$ cat src/common/pisr_regs.vh
// Register offsets, field positions, reset values and timing counts for the PHY status bank
`ifndef PISR_REGS_VH
`define PISR_REGS_VH

// Geometry
`define PISR_NPORTS          3
`define PISR_AW              4
`define PISR_DW              8

// Register offsets
`define PISR_OFS_LINKCTL     4'h5
`define PISR_OFS_PAGEPORT    4'h7
`define PISR_OFS_PSTAT0      4'h8
`define PISR_OFS_PSTAT1      4'h9

// Link and interrupt control register fields
`define PISR_BIT_LINK_ACTIVE_CONTROL       7
`define PISR_BIT_RESUME_EVENT_ENABLE        6
`define PISR_BIT_STATE_TIMEOUT_FLAG        5
`define PISR_BIT_PEI         4
`define PISR_BIT_FASTARB     3
`define PISR_BIT_MIXSPD      2
`define PISR_RST_LINK_ACTIVE_CONTROL       1'b1

// Page and port selection fields
`define PISR_PAGE_HI         7
`define PISR_PAGE_LO         5
`define PISR_PORT_HI         3
`define PISR_PORT_LO         0
`define PISR_PAGE_STATUS     3'h0

// Port status page, first register
`define PISR_LA_HI           7
`define PISR_LA_LO           6
`define PISR_LB_HI           5
`define PISR_LB_LO           4
`define PISR_BIT_CH          3
`define PISR_BIT_CON         2
`define PISR_BIT_BIAS        1
`define PISR_BIT_DIS         0

// Port status page, second register
`define PISR_SPD_HI          7
`define PISR_SPD_LO          5
`define PISR_BIT_PIE         4
`define PISR_BIT_FAULT       3

// Connection debounce time
`define PISR_CLK_HZ          10000000
`define PISR_DEBOUNCE_MS     341
// 341 ms of 10 MHz cycles, sized to the counter so nothing is cut on use
`define PISR_DEBOUNCE_CYC    22'h340850
`define PISR_DBW             22

`endif

$ cat src/core/pisr_core.v
// PHY interrupt flags, link control bits, page/port selection and per-port status page
//
// Function
// State timeout sets sticky timeout flag; hardware reset or write-one clears it.
// Each state timeout also requests a bus reset.
// Timeout flag plus resume enable with inactive link drives link wake.
// Connect, bias, disable or fault change on enabled port sets port-event flag.
// With resume enable set, any port resume start sets port-event flag.
// Fast arbitration enable gates accelerated arbitration; zero at reset, survives bus reset.
// Software sets fast arbitration only with an enhanced link controller.
// Mixed speed concatenation enable; zero at reset, survives bus reset.
// Three-bit page field selects page at addresses 8 to 15.
// Four-bit port field selects port for per-port status, from zero.
// Page zero plus port number maps that port's status into upper addresses.
// Unimplemented selected port makes every status page register read zero.
// Status page layout: line states, child, attach, bias, off; speed, enable, fault.
// Line A state reports arbitration value: 11 Z, 01 one, 10 zero, 00 invalid.
// Line B state reports its pair with the same coding.
// Downstream flag one for child; disconnected, disabled, suspended ports read child.
// Downstream flag is meaningless after bus reset until tree identification ends.
// Attach flag sets only after connection stable about 341 ms; survives bus reset.
// Resume enable lets port resume starts set port-event flag; zero at reset.
// Link active only when power status input and link active bit are set.
// Port event enable per port gates its events; zero at reset.
// Writing zero leaves flags; hardware set beats a simultaneous clearing write.

`include "pisr_regs.vh"

`default_nettype none

module pisr_core #(
  parameter [`PISR_DBW-1:0] DEBOUNCE_CYC = `PISR_DEBOUNCE_CYC
) (
  // Clock, reset, enable
  input  wire                            clk,
  input  wire                            rst_n,
  input  wire                            ce,
  // Register port
  input  wire [`PISR_AW-1:0]             addr,
  input  wire [`PISR_DW-1:0]             wdata,
  input  wire                            wr,
  input  wire                            rd,
  output reg  [`PISR_DW-1:0]             rdata,
  // Arbitration core events
  input  wire                            state_timeout,
  output reg                             bus_reset_req,
  // Link side
  input  wire                            link_power_status,
  output wire                            link_wake_output,
  output wire                            fast_arbitration_enable,
  output wire                            mixed_speed_concat_enable,
  // Per-port line and state inputs
  input  wire [2*`PISR_NPORTS-1:0]       line_a_state,
  input  wire [2*`PISR_NPORTS-1:0]       line_b_state,
  input  wire [`PISR_NPORTS-1:0]         port_child,
  input  wire [`PISR_NPORTS-1:0]         port_suspended,
  input  wire [`PISR_NPORTS-1:0]         conn_raw,
  input  wire [`PISR_NPORTS-1:0]         bias_debounced,
  input  wire [3*`PISR_NPORTS-1:0]       peer_speed,
  input  wire [`PISR_NPORTS-1:0]         resume_start,
  input  wire [`PISR_NPORTS-1:0]         fault_event,
  // Per-port control outputs
  output wire [`PISR_NPORTS-1:0]         port_disabled
);

  ////////////////////////////////////////////////////////////////////////////////
  // Decoding helpers

  // True when a port index names an implemented port
  function port_ok;
    input [3:0] idx;
    begin
      port_ok = (idx < `PISR_NPORTS);
    end
  endfunction

  // True when a strobe hits the given register offset
  function reg_hit;
    input                strobe;
    input [`PISR_AW-1:0] a;
    input [`PISR_AW-1:0] ofs;
    begin
      reg_hit = strobe && (a == ofs);
    end
  endfunction

  // Two-bit field of the selected port
  function [1:0] pick2;
    input [2*`PISR_NPORTS-1:0] vec;
    input [1:0]                idx;
    begin
      pick2 = vec[2*idx +: 2];
    end
  endfunction

  // Three-bit field of the selected port
  function [2:0] pick3;
    input [3*`PISR_NPORTS-1:0] vec;
    input [1:0]                idx;
    begin
      pick3 = vec[3*idx +: 3];
    end
  endfunction

  ////////////////////////////////////////////////////////////////////////////////
  // Control state

  reg                      link_active_control_q;
  reg                      resume_event_enable_q;
  reg                      state_timeout_flag_q;
  reg                      pei_q;
  reg                      fastarb_q;
  reg                      mixspd_q;
  reg [2:0]                page_q;
  reg [3:0]                port_q;
  reg [`PISR_NPORTS-1:0]   dis_q;
  reg [`PISR_NPORTS-1:0]   pie_q;
  reg [`PISR_NPORTS-1:0]   fault_q;
  reg [`PISR_NPORTS-1:0]   con_q;
  reg [`PISR_NPORTS-1:0]   con_prev_q;
  reg [`PISR_NPORTS-1:0]   bias_prev_q;
  reg [`PISR_NPORTS-1:0]   dis_prev_q;
  reg [`PISR_NPORTS-1:0]   fault_prev_q;

  wire                     wr_linkctl;
  wire                     wr_pageport;
  wire                     status_page;
  wire [1:0]               sel;
  wire                     wr_pstat0;
  wire                     wr_pstat1;
  wire [`PISR_NPORTS-1:0]  port_evt;
  wire                     link_active;

  assign wr_linkctl  = reg_hit(wr, addr, `PISR_OFS_LINKCTL);
  assign wr_pageport = reg_hit(wr, addr, `PISR_OFS_PAGEPORT);
  // page zero selects port status
  assign status_page = (page_q == `PISR_PAGE_STATUS) && port_ok(port_q);
  assign sel         = port_q[1:0];
  assign wr_pstat0   = status_page && reg_hit(wr, addr, `PISR_OFS_PSTAT0);
  assign wr_pstat1   = status_page && reg_hit(wr, addr, `PISR_OFS_PSTAT1);

  ////////////////////////////////////////////////////////////////////////////////
  // Per-port debounce, control bits and event detection

  genvar g;
  generate
    for (g = 0; g < `PISR_NPORTS; g = g + 1) begin : g_port
      reg [`PISR_DBW-1:0] cnt_q;
      wire                sel_me;
      wire                con_chg;
      wire                bias_chg;
      wire                dis_chg;
      wire                fault_chg;
      assign sel_me = (sel == g);

      // attach debounce
      always @(posedge clk) begin
        if (!rst_n) begin
          cnt_q    <= {`PISR_DBW{1'b0}};
          con_q[g] <= 1'b0;
        end else if (ce) begin
          if (!conn_raw[g]) begin
            cnt_q    <= {`PISR_DBW{1'b0}};
            con_q[g] <= 1'b0;
          end else if (cnt_q >= DEBOUNCE_CYC - 1'b1) begin
            // Counter parks here, so a long connection never wraps
            con_q[g] <= 1'b1;
          end else begin
            cnt_q <= cnt_q + 1'b1;
          end
        end
      end

      // port enable and disable control
      always @(posedge clk) begin
        if (!rst_n) begin
          dis_q[g] <= 1'b0;
          pie_q[g] <= 1'b0;
        end else if (ce) begin
          if (wr_pstat0 && sel_me) begin
            dis_q[g] <= wdata[`PISR_BIT_DIS];
          end
          if (wr_pstat1 && sel_me) begin
            pie_q[g] <= wdata[`PISR_BIT_PIE];
          end
        end
      end

      // fault set wins over clear
      always @(posedge clk) begin
        if (!rst_n) begin
          fault_q[g] <= 1'b0;
        end else if (ce) begin
          if (fault_event[g]) begin
            fault_q[g] <= 1'b1;
          end else if (wr_pstat1 && sel_me && wdata[`PISR_BIT_FAULT]) begin
            fault_q[g] <= 1'b0;
          end
        end
      end

      // Previous values for change detection
      always @(posedge clk) begin
        if (!rst_n) begin
          con_prev_q[g]   <= 1'b0;
          bias_prev_q[g]  <= 1'b0;
          dis_prev_q[g]   <= 1'b0;
          fault_prev_q[g] <= 1'b0;
        end else if (ce) begin
          con_prev_q[g]   <= con_q[g];
          bias_prev_q[g]  <= bias_debounced[g];
          dis_prev_q[g]   <= dis_q[g];
          fault_prev_q[g] <= fault_q[g];
        end
      end

      // Registered bits compare with their last value, bias with the pin itself
      assign con_chg   = con_q[g] ^ con_prev_q[g];
      assign bias_chg  = bias_debounced[g] ^ bias_prev_q[g];
      assign dis_chg   = dis_q[g] ^ dis_prev_q[g];
      assign fault_chg = fault_q[g] ^ fault_prev_q[g];

      // status change on enabled port
      assign port_evt[g] = pie_q[g] && (con_chg || bias_chg || dis_chg || fault_chg);
    end
  endgenerate

  ////////////////////////////////////////////////////////////////////////////////
  // Global control and flags
  // None of these react to bus reset: only rst_n touches them.

  always @(posedge clk) begin
    if (!rst_n) begin
      link_active_control_q   <= `PISR_RST_LINK_ACTIVE_CONTROL;
      resume_event_enable_q    <= 1'b0;
      fastarb_q <= 1'b0;
      mixspd_q  <= 1'b0;
    end else if (ce) begin
      if (wr_linkctl) begin
        link_active_control_q   <= wdata[`PISR_BIT_LINK_ACTIVE_CONTROL];
        // resume enable
        resume_event_enable_q    <= wdata[`PISR_BIT_RESUME_EVENT_ENABLE];
        // fast arbitration
        fastarb_q <= wdata[`PISR_BIT_FASTARB];
        // mixed speed
        mixspd_q  <= wdata[`PISR_BIT_MIXSPD];
      end
    end
  end

  // Page and port selection
  always @(posedge clk) begin
    if (!rst_n) begin
      page_q <= 3'h0;
      port_q <= 4'h0;
    end else if (ce) begin
      if (wr_pageport) begin
        // page select
        page_q <= wdata[`PISR_PAGE_HI:`PISR_PAGE_LO];
        // port select
        port_q <= wdata[`PISR_PORT_HI:`PISR_PORT_LO];
      end
    end
  end

  // state timeout flag
  always @(posedge clk) begin
    if (!rst_n) begin
      state_timeout_flag_q <= 1'b0;
    end else if (ce) begin
      // set beats clear
      if (state_timeout) begin
        state_timeout_flag_q <= 1'b1;
      end else if (wr_linkctl && wdata[`PISR_BIT_STATE_TIMEOUT_FLAG]) begin
        state_timeout_flag_q <= 1'b0;
      end
    end
  end

  // port event flag
  always @(posedge clk) begin
    if (!rst_n) begin
      pei_q <= 1'b0;
    end else if (ce) begin
      // resume start
      if ((|port_evt) || (resume_event_enable_q && (|resume_start))) begin
        pei_q <= 1'b1;
      end else if (wr_linkctl && wdata[`PISR_BIT_PEI]) begin
        pei_q <= 1'b0;
      end
    end
  end

  // One pulse per timeout; the arbitration core runs the reset sequence itself
  // timeout requests bus reset
  always @(posedge clk) begin
    if (!rst_n) begin
      bus_reset_req <= 1'b0;
    end else if (ce) begin
      bus_reset_req <= state_timeout;
    end
  end

  // link activity
  assign link_active = link_power_status && link_active_control_q;
  // wake inactive link
  assign link_wake_output = state_timeout_flag_q && resume_event_enable_q && !link_active;

  // fast arbitration gate
  assign fast_arbitration_enable   = fastarb_q;
  assign mixed_speed_concat_enable = mixspd_q;
  assign port_disabled             = dis_q;

  ////////////////////////////////////////////////////////////////////////////////
  // Read path
  // Read data stand only in the cycle after the strobe, zero otherwise.

  reg  [`PISR_DW-1:0] rd_d;
  wire [1:0]          la;
  wire [1:0]          lb;
  wire                ch;

  // line A state
  assign la = pick2(line_a_state, sel);
  // line B state
  assign lb = pick2(line_b_state, sel);
  // detached ports read child
  assign ch = port_child[sel] | !con_q[sel] | dis_q[sel] | port_suspended[sel];

  always @* begin
    rd_d = {`PISR_DW{1'b0}};
    case (addr)
      `PISR_OFS_LINKCTL: begin
        rd_d[`PISR_BIT_LINK_ACTIVE_CONTROL]   = link_active_control_q;
        rd_d[`PISR_BIT_RESUME_EVENT_ENABLE]    = resume_event_enable_q;
        rd_d[`PISR_BIT_STATE_TIMEOUT_FLAG]    = state_timeout_flag_q;
        rd_d[`PISR_BIT_PEI]     = pei_q;
        rd_d[`PISR_BIT_FASTARB] = fastarb_q;
        rd_d[`PISR_BIT_MIXSPD]  = mixspd_q;
      end
      `PISR_OFS_PAGEPORT: begin
        rd_d[`PISR_PAGE_HI:`PISR_PAGE_LO] = page_q;
        rd_d[`PISR_PORT_HI:`PISR_PORT_LO] = port_q;
      end
      // absent port reads zero
      `PISR_OFS_PSTAT0: begin
        if (status_page) begin
          // first status register
          rd_d[`PISR_LA_HI:`PISR_LA_LO] = la;
          rd_d[`PISR_LB_HI:`PISR_LB_LO] = lb;
          // child raw until tree id
          rd_d[`PISR_BIT_CH]   = ch;
          rd_d[`PISR_BIT_CON]  = con_q[sel];
          rd_d[`PISR_BIT_BIAS] = bias_debounced[sel];
          rd_d[`PISR_BIT_DIS]  = dis_q[sel];
        end
      end
      `PISR_OFS_PSTAT1: begin
        if (status_page) begin
          // second status register
          rd_d[`PISR_SPD_HI:`PISR_SPD_LO] = pick3(peer_speed, sel);
          rd_d[`PISR_BIT_PIE]   = pie_q[sel];
          rd_d[`PISR_BIT_FAULT] = fault_q[sel];
        end
      end
      default: begin
        rd_d = {`PISR_DW{1'b0}};
      end
    endcase
  end

  always @(posedge clk) begin
    if (!rst_n) begin
      rdata <= {`PISR_DW{1'b0}};
    end else if (ce) begin
      // Zero outside the read slot lets the link OR several read buses together
      rdata <= rd ? rd_d : {`PISR_DW{1'b0}};
    end
  end

endmodule

`default_nettype wire

$ cat config.mk
export PLATFORM = sky130hd
export DESIGN_NAME = pisr_core
export DESIGN_NICKNAME = d
export VERILOG_FILES = /design/src/core/pisr_core.v
export VERILOG_INCLUDE_DIRS = /design/src /design/src/common
export SDC_FILE = /design/constraint.sdc
export NUM_CORES = 1
export LEC_CHECK = 0
export BUFFER_PORTS_ARGS = -buffer_cell sky130_fd_sc_hd__buf_2
export CAP_MARGIN = 20
export CORE_MARGIN = 1.5
export CORE_UTILIZATION = 63
export CTS_CLUSTER_DIAMETER = 100
export DETAILED_ROUTE_END_ITERATION = 12
export HOLD_SLACK_MARGIN = 0.02
export PLACE_DENSITY_LB_ADDON = 0.25
export SKIP_LAST_GASP = 1
export SLEW_MARGIN = 20
export SYNTH_ARGS = -nofsm -noshare
export SYNTH_HDL_FRONTEND = slang
export SYNTH_SLANG_ARGS = --single-unit
$ cat constraint.sdc
create_clock -name clk -period 5.1 [get_ports clk]
set_input_delay 0.51 -clock clk [delete_from_list [all_inputs] [get_ports clk]]
set_output_delay 0.51 -clock clk [all_outputs]
set_load 0.02 [all_outputs]
After elaboration in Yosys (flattened, before gate mapping)
Index checks and enable logic that the tools add are counted.
Widths: inputs -> output; s select.
{ "word_totals": {"register_bits": 112} }
{ "op_classes": {"add_sub_neg": 3, "multipliers": 1, "magnitude_cmp": 5, "n_eq_ne": 12, "shift": 3, "n_mux": 44, "bitwise": 15, "n_reduce_logical": 65} }
{ "ops": {"columns": ["operator", "count"], "rows": [
  ["$mux 22", 6],
  ["$add 22x1->22 const B", 3],
  ["$ge 22x22->1 const B", 3],
  ["$reduce_and 2->1", 19],
  ["$logic_and 1x1->1", 25],
  ["$mux 1", 23],
  ["$mux 8", 2],
  ["$bmux 1 s2", 7],
  ["$pmux 3 s4", 1],
  ["$shiftx 6x4->2", 2],
  ["$xor 1x1->1", 12],
  ["$logic_or 1x1->1", 10],
  ["$reduce_bool 2->1", 5],
  ["$shiftx 9x5->3", 1],
  ["$eq 4x3->1 const B", 2],
  ["$eq 4x4->1 const B", 2],
  ["$ne 2x1->1 const B", 3],
  ["$ne 2x2->1 const B", 3],
  ["$pmux 1 s3", 2],
  ["$reduce_or 3->1", 2],
  ["$mux 5", 1],
  ["$lt 4x2->1 const B", 1],
  ["$mul 2x2->4 const A", 1],
  ["$pmux 1 s4", 1],
  ["8 further kinds", 11]
]} }

Logic depth before layout (Yosys ltp)
{ "logic_depth": {"ltp_word": 9, "mapped_depth": 8, "ltp_nobuf": 6} }

Worst setup path after synthesis
OpenSTA, ideal clock, no wires.
{ "synth_timing": {"kind": "input to register", "from": "input addr[1]", "to": "register dis_q[0], in the netlist port_disabled[0]", "setup_ns": 0.072, "t_arrival_ns": 2.046, "required_ns": 5.028, "path_slack_ns": 2.982, "stages": 7, "n_path_buf": 2, "cell_sequence": "clkbuf_1 nor4b_1 and4b_1 clkbuf_1 nand3_1 nor3_1 mux2i_1"} }
{ "synth_between": {"elab_chain_cells": 5} }
{ "synth_rtl": {"columns": ["item", "line", "source"], "rows": [
  ["start, declared", "pisr_core.v:39", "input wire [`PISR_AW-1:0] addr,"],
  ["$eq 4x4->1", "pisr_core.v:83", "reg_hit = strobe && (a == ofs);"],
  ["$logic_and 1x1->1", "pisr_core.v:83", null],
  ["$logic_and 1x1->1", "pisr_core.v:139", "assign wr_pstat0 = status_page && reg_hit(wr, addr, `PISR_OFS_PSTAT0);"],
  ["$logic_and 1x1->1", "pisr_core.v:180", "if (wr_pstat0 && sel_me) begin"],
  ["$reduce_and 2->1 (no source line)", null, null],
  ["end signal, assigned by index", "pisr_core.v:181", "dis_q[g] <= wdata[`PISR_BIT_DIS];"],
  ["end, declared", "pisr_core.v:116", "reg [`PISR_NPORTS-1:0] dis_q;"]
]} }
No other way between the ends.
A chain may end at the register's enable or synchronous reset.

Worst setup path after layout
{ "layout_timing": {"from": "register g_port[2].cnt_q[7]", "to": "register g_port[2].cnt_q[20]"} }
{ "layout_between": {"elab_chain_cells": 3, "elab_cells_between_ends": 6, "classes_between": "1 x add/sub; 1 x order compare; 1 x eq/ne; 2 x mux; 1 x reduce/logical"} }
{ "layout_rtl": {"columns": ["item", "line", "source"], "rows": [
  ["start, declared", "pisr_core.v:148", "reg [`PISR_DBW-1:0] cnt_q;"],
  ["start signal, assigned", "pisr_core.v:159", "cnt_q <= {`PISR_DBW{1'b0}};"],
  ["start signal, assigned", "pisr_core.v:163", "cnt_q <= {`PISR_DBW{1'b0}};"],
  ["start signal, assigned", "pisr_core.v:169", "cnt_q <= cnt_q + 1'b1;"],
  ["$add 22x1->22 or $ge 22x22->1 (tied branches)", "pisr_core.v:169, pisr_core.v:165", null],
  ["$mux 22 or $ne 2x2->1 (tied branches)", null, null],
  ["$mux 22 or $reduce_and 2->1 (tied branches)", null, null]
]} }
Several ways; a longest one is shown, not always the timed one. The select of a mux whose other input is x is not followed.

==> reports/results.ini <==
[critical_path]
worstPathRequired_ns=5.39
startpoint_type=flip-flop
slowest_stage=a211o_1
cp.arrival_ns=2.82
slowest_delay_ns=0.63
crit_start=g_port[2].cnt_q[7]$_SDFFE_PN0P_
worst_setup_path_end_kind=flip-flop
crit_type=flip-flop to flip-flop
r2r_setup_slack_ns=2.57
path_cells=nor4_1, a31oi_1, a211o_1, or4_1, a21oi_1
r2r-start=g_port[2].cnt_q[7]$_SDFFE_PN0P_
cp_max_fo=30

[floorplan]
start_util=0.6478
dieHeight_um=100.2
ioPinCount=73
die_area_um2=10050
row_count=35
die_width_um=100.2
core_um2=9196

[timing]
tightest_slew_ns=0.9714
hold_violations=0
rsz0062_at_grt=no
drv_slew=0
skew_ns=0.01129
finalSetupViolCount=0
fin_crit_ns=2.528
slew_headroom=0.3480
clock.fmax_mhz=395.6
fin_tns_setup_ns=0
post-route-period-util=0.4957

[cts]
cts_buffer_depth=2
cts_buffers=9
ctsHoldBuffers=0
root_buffer=clkbuf_8
clkLatencyLatePin_ns=0.37
cts_tree=yes
cts_post_setup_buffers_inserted=0
htree_num_levels=3
ctsResizeCount=0
cts_sinks=112
path_clk_slew_ns=0.11

[detailed_routing]
vias=5881
avgRoutedWirePerCell_um=16.03
finalWirelength_um=14400
first_pass_iters=7
ant_nets=0
drt_drc_violations_left=0
first_iter_violations=273
viasPerCell=6.549

[synthesis]
syn_area_per_cell_um2=8.138
synthMuxAreaShare=0.07898
synth_compound_area_frac=0.2079
ys_seq_area_frac=0.3764
synth_top_family_by_area=simple AND/OR/NAND/NOR gates
synthCells=732
ys_types=60
syn_nets=793
ys.flop_type=dfxtp_1
synthSimpleGateAreaFrac=0.2716
yosys_warnings=0
ys_seq_elements=112
netlist_area_um2=5957
synthXorXnorAreaFrac=0.02205
ys_async_sr_fraction=0
synth_edf_count=0
synth_fa_ha_area_frac=0.006301

[pwr]
p_per_area_nw_per_um2=231.3
p_leak_uw=0.002315
ir_drop_v=0.0001571

[place]
place_area_um2=6346
portBuffers=72
dp_hpwl_um=10230
gp_congestion=0.8925

[finish]
final_cell_mix=112 x dfxtp_1, 76 x nand2_1, 72 x buf_2, 66 x a21oi_1, 61 x nor2_1
final_common_cell=dfxtp_1
drive_above_1_share=0.1321
num_antenna_cells=0
num-fill-cells=753
nets=844
area_growth_pct=9.578
final_area_um2=6528

[grt]
grt_max_degree=43
track_usage=0.2937
grt_pass1_vias=5451
grt_pass1_wl_um=24360
grt-ovfl-total=0
antenna_found_initial=0

[run_status]
run_status=finished clean

[job]
drv_cap=0

[hold_path]
worstHoldStart=wdata[1]
min_path_type=input port to flip-flop

## per-layer routing
metal  up-vias  GRT usage  wire (µm)
met5         -          0          0
met4         0    0.08017        221
met3        22    0.05919        933
met2       218     0.5165       7041
met1      2785     0.3661       6201
li1       2856          -          -
## cells in the mapped netlist (12+ instances only)
cell      instances  area (µm²)
inv_1            19       71.32
clkbuf_1         27       101.4
nor2_1           61       229.0
mux2i_1          47       470.5
or4_1            28       210.2
nand2_1          76       285.3
nand3_1          35       175.2
o21ai_0          45       225.2
a21oi_1          66       330.3
xor2_1           13       113.9
or3_1            24       150.1
o211ai_1         13       97.59
o31ai_1          25       187.7
nand4_1          21       131.4
and3_1           12       75.07
dfxtp_1         112        2242
## kinds of logic after synthesis
family	Yosys count
flops	112
buf+inv	56
compound gates	193
xor+xnor	15
simple gates	306
fa+ha+maj	3
mux	47
## area by class of cell
cell class                 count  area [µm²]  area share
inverter                      19       71.32     0.01093
multi-input combinational    564        3496      0.5356
tap                          111       138.9     0.02128
sequential                   112        2242      0.3435
timing repair buffer          77       397.9     0.06095
clock inverter                 3       26.28    0.004025
clock buffer                  12       155.1     0.02377
## registers in the layout, indices dropped and copies added (netlist names), 3 cells and up
name           cells
port_disabled      3
g_port.cnt_q      66
pie_q              3
dis_prev_q         3
fault_q            3
con_prev_q         3
bias_prev_q        3
rdata              8
con_q              3
port_q             4
page_q             3
fault_prev_q       3
## through the flow
stage | hold WS, ns | worst slack (ns) | std cells | total power, µW | util
final | 0.3827 | 2.572 | 898 | 1510 | 0.7098
after CTS | 0.3802 | 2.609 | 898 | 1515 | 0.7098
after global placement | 0.4306 | 2.654 | 883 | 1022 | 0.6901
after global routing | 0.3788 | 2.312 | 898 | 1564 | 0.7098
after floorplan | 0.4468 | 2.982 | 732 | 981.2 | -
after detailed placement | 0.4504 | 2.608 | 883 | 1026 | 0.6901
## critical path: cells and delay by family, from the launching register on
kind | cells | cell delay (ns)
AOI/OAI and AO/OA | 3 | 1.06
DFF | 1 | 0.39
and+or+nand+nor | 2 | 0.98
## power by group
part / internal [µW] / leakage [µW] / switching [µW]
sequential: 883 / 0.000905 / 8.68
clock: 206 / 0.0000866 / 296
combinational: 43.5 / 0.00132 / 72.2
## final timing paths
kind | to | cells past startpoint
worst min-delay path | port_q[1]$_SDFFE_PN0P_ | 3
worst max register to register | g_port[2].cnt_q[20]$_SDFFE_PN0P_ | 5
worst max-delay path | g_port[2].cnt_q[20]$_SDFFE_PN0P_ | 5
worst min register to register | rdata[2]$_SDFFE_PN0P_ | 2
Power figures use the tool's default switching activity.
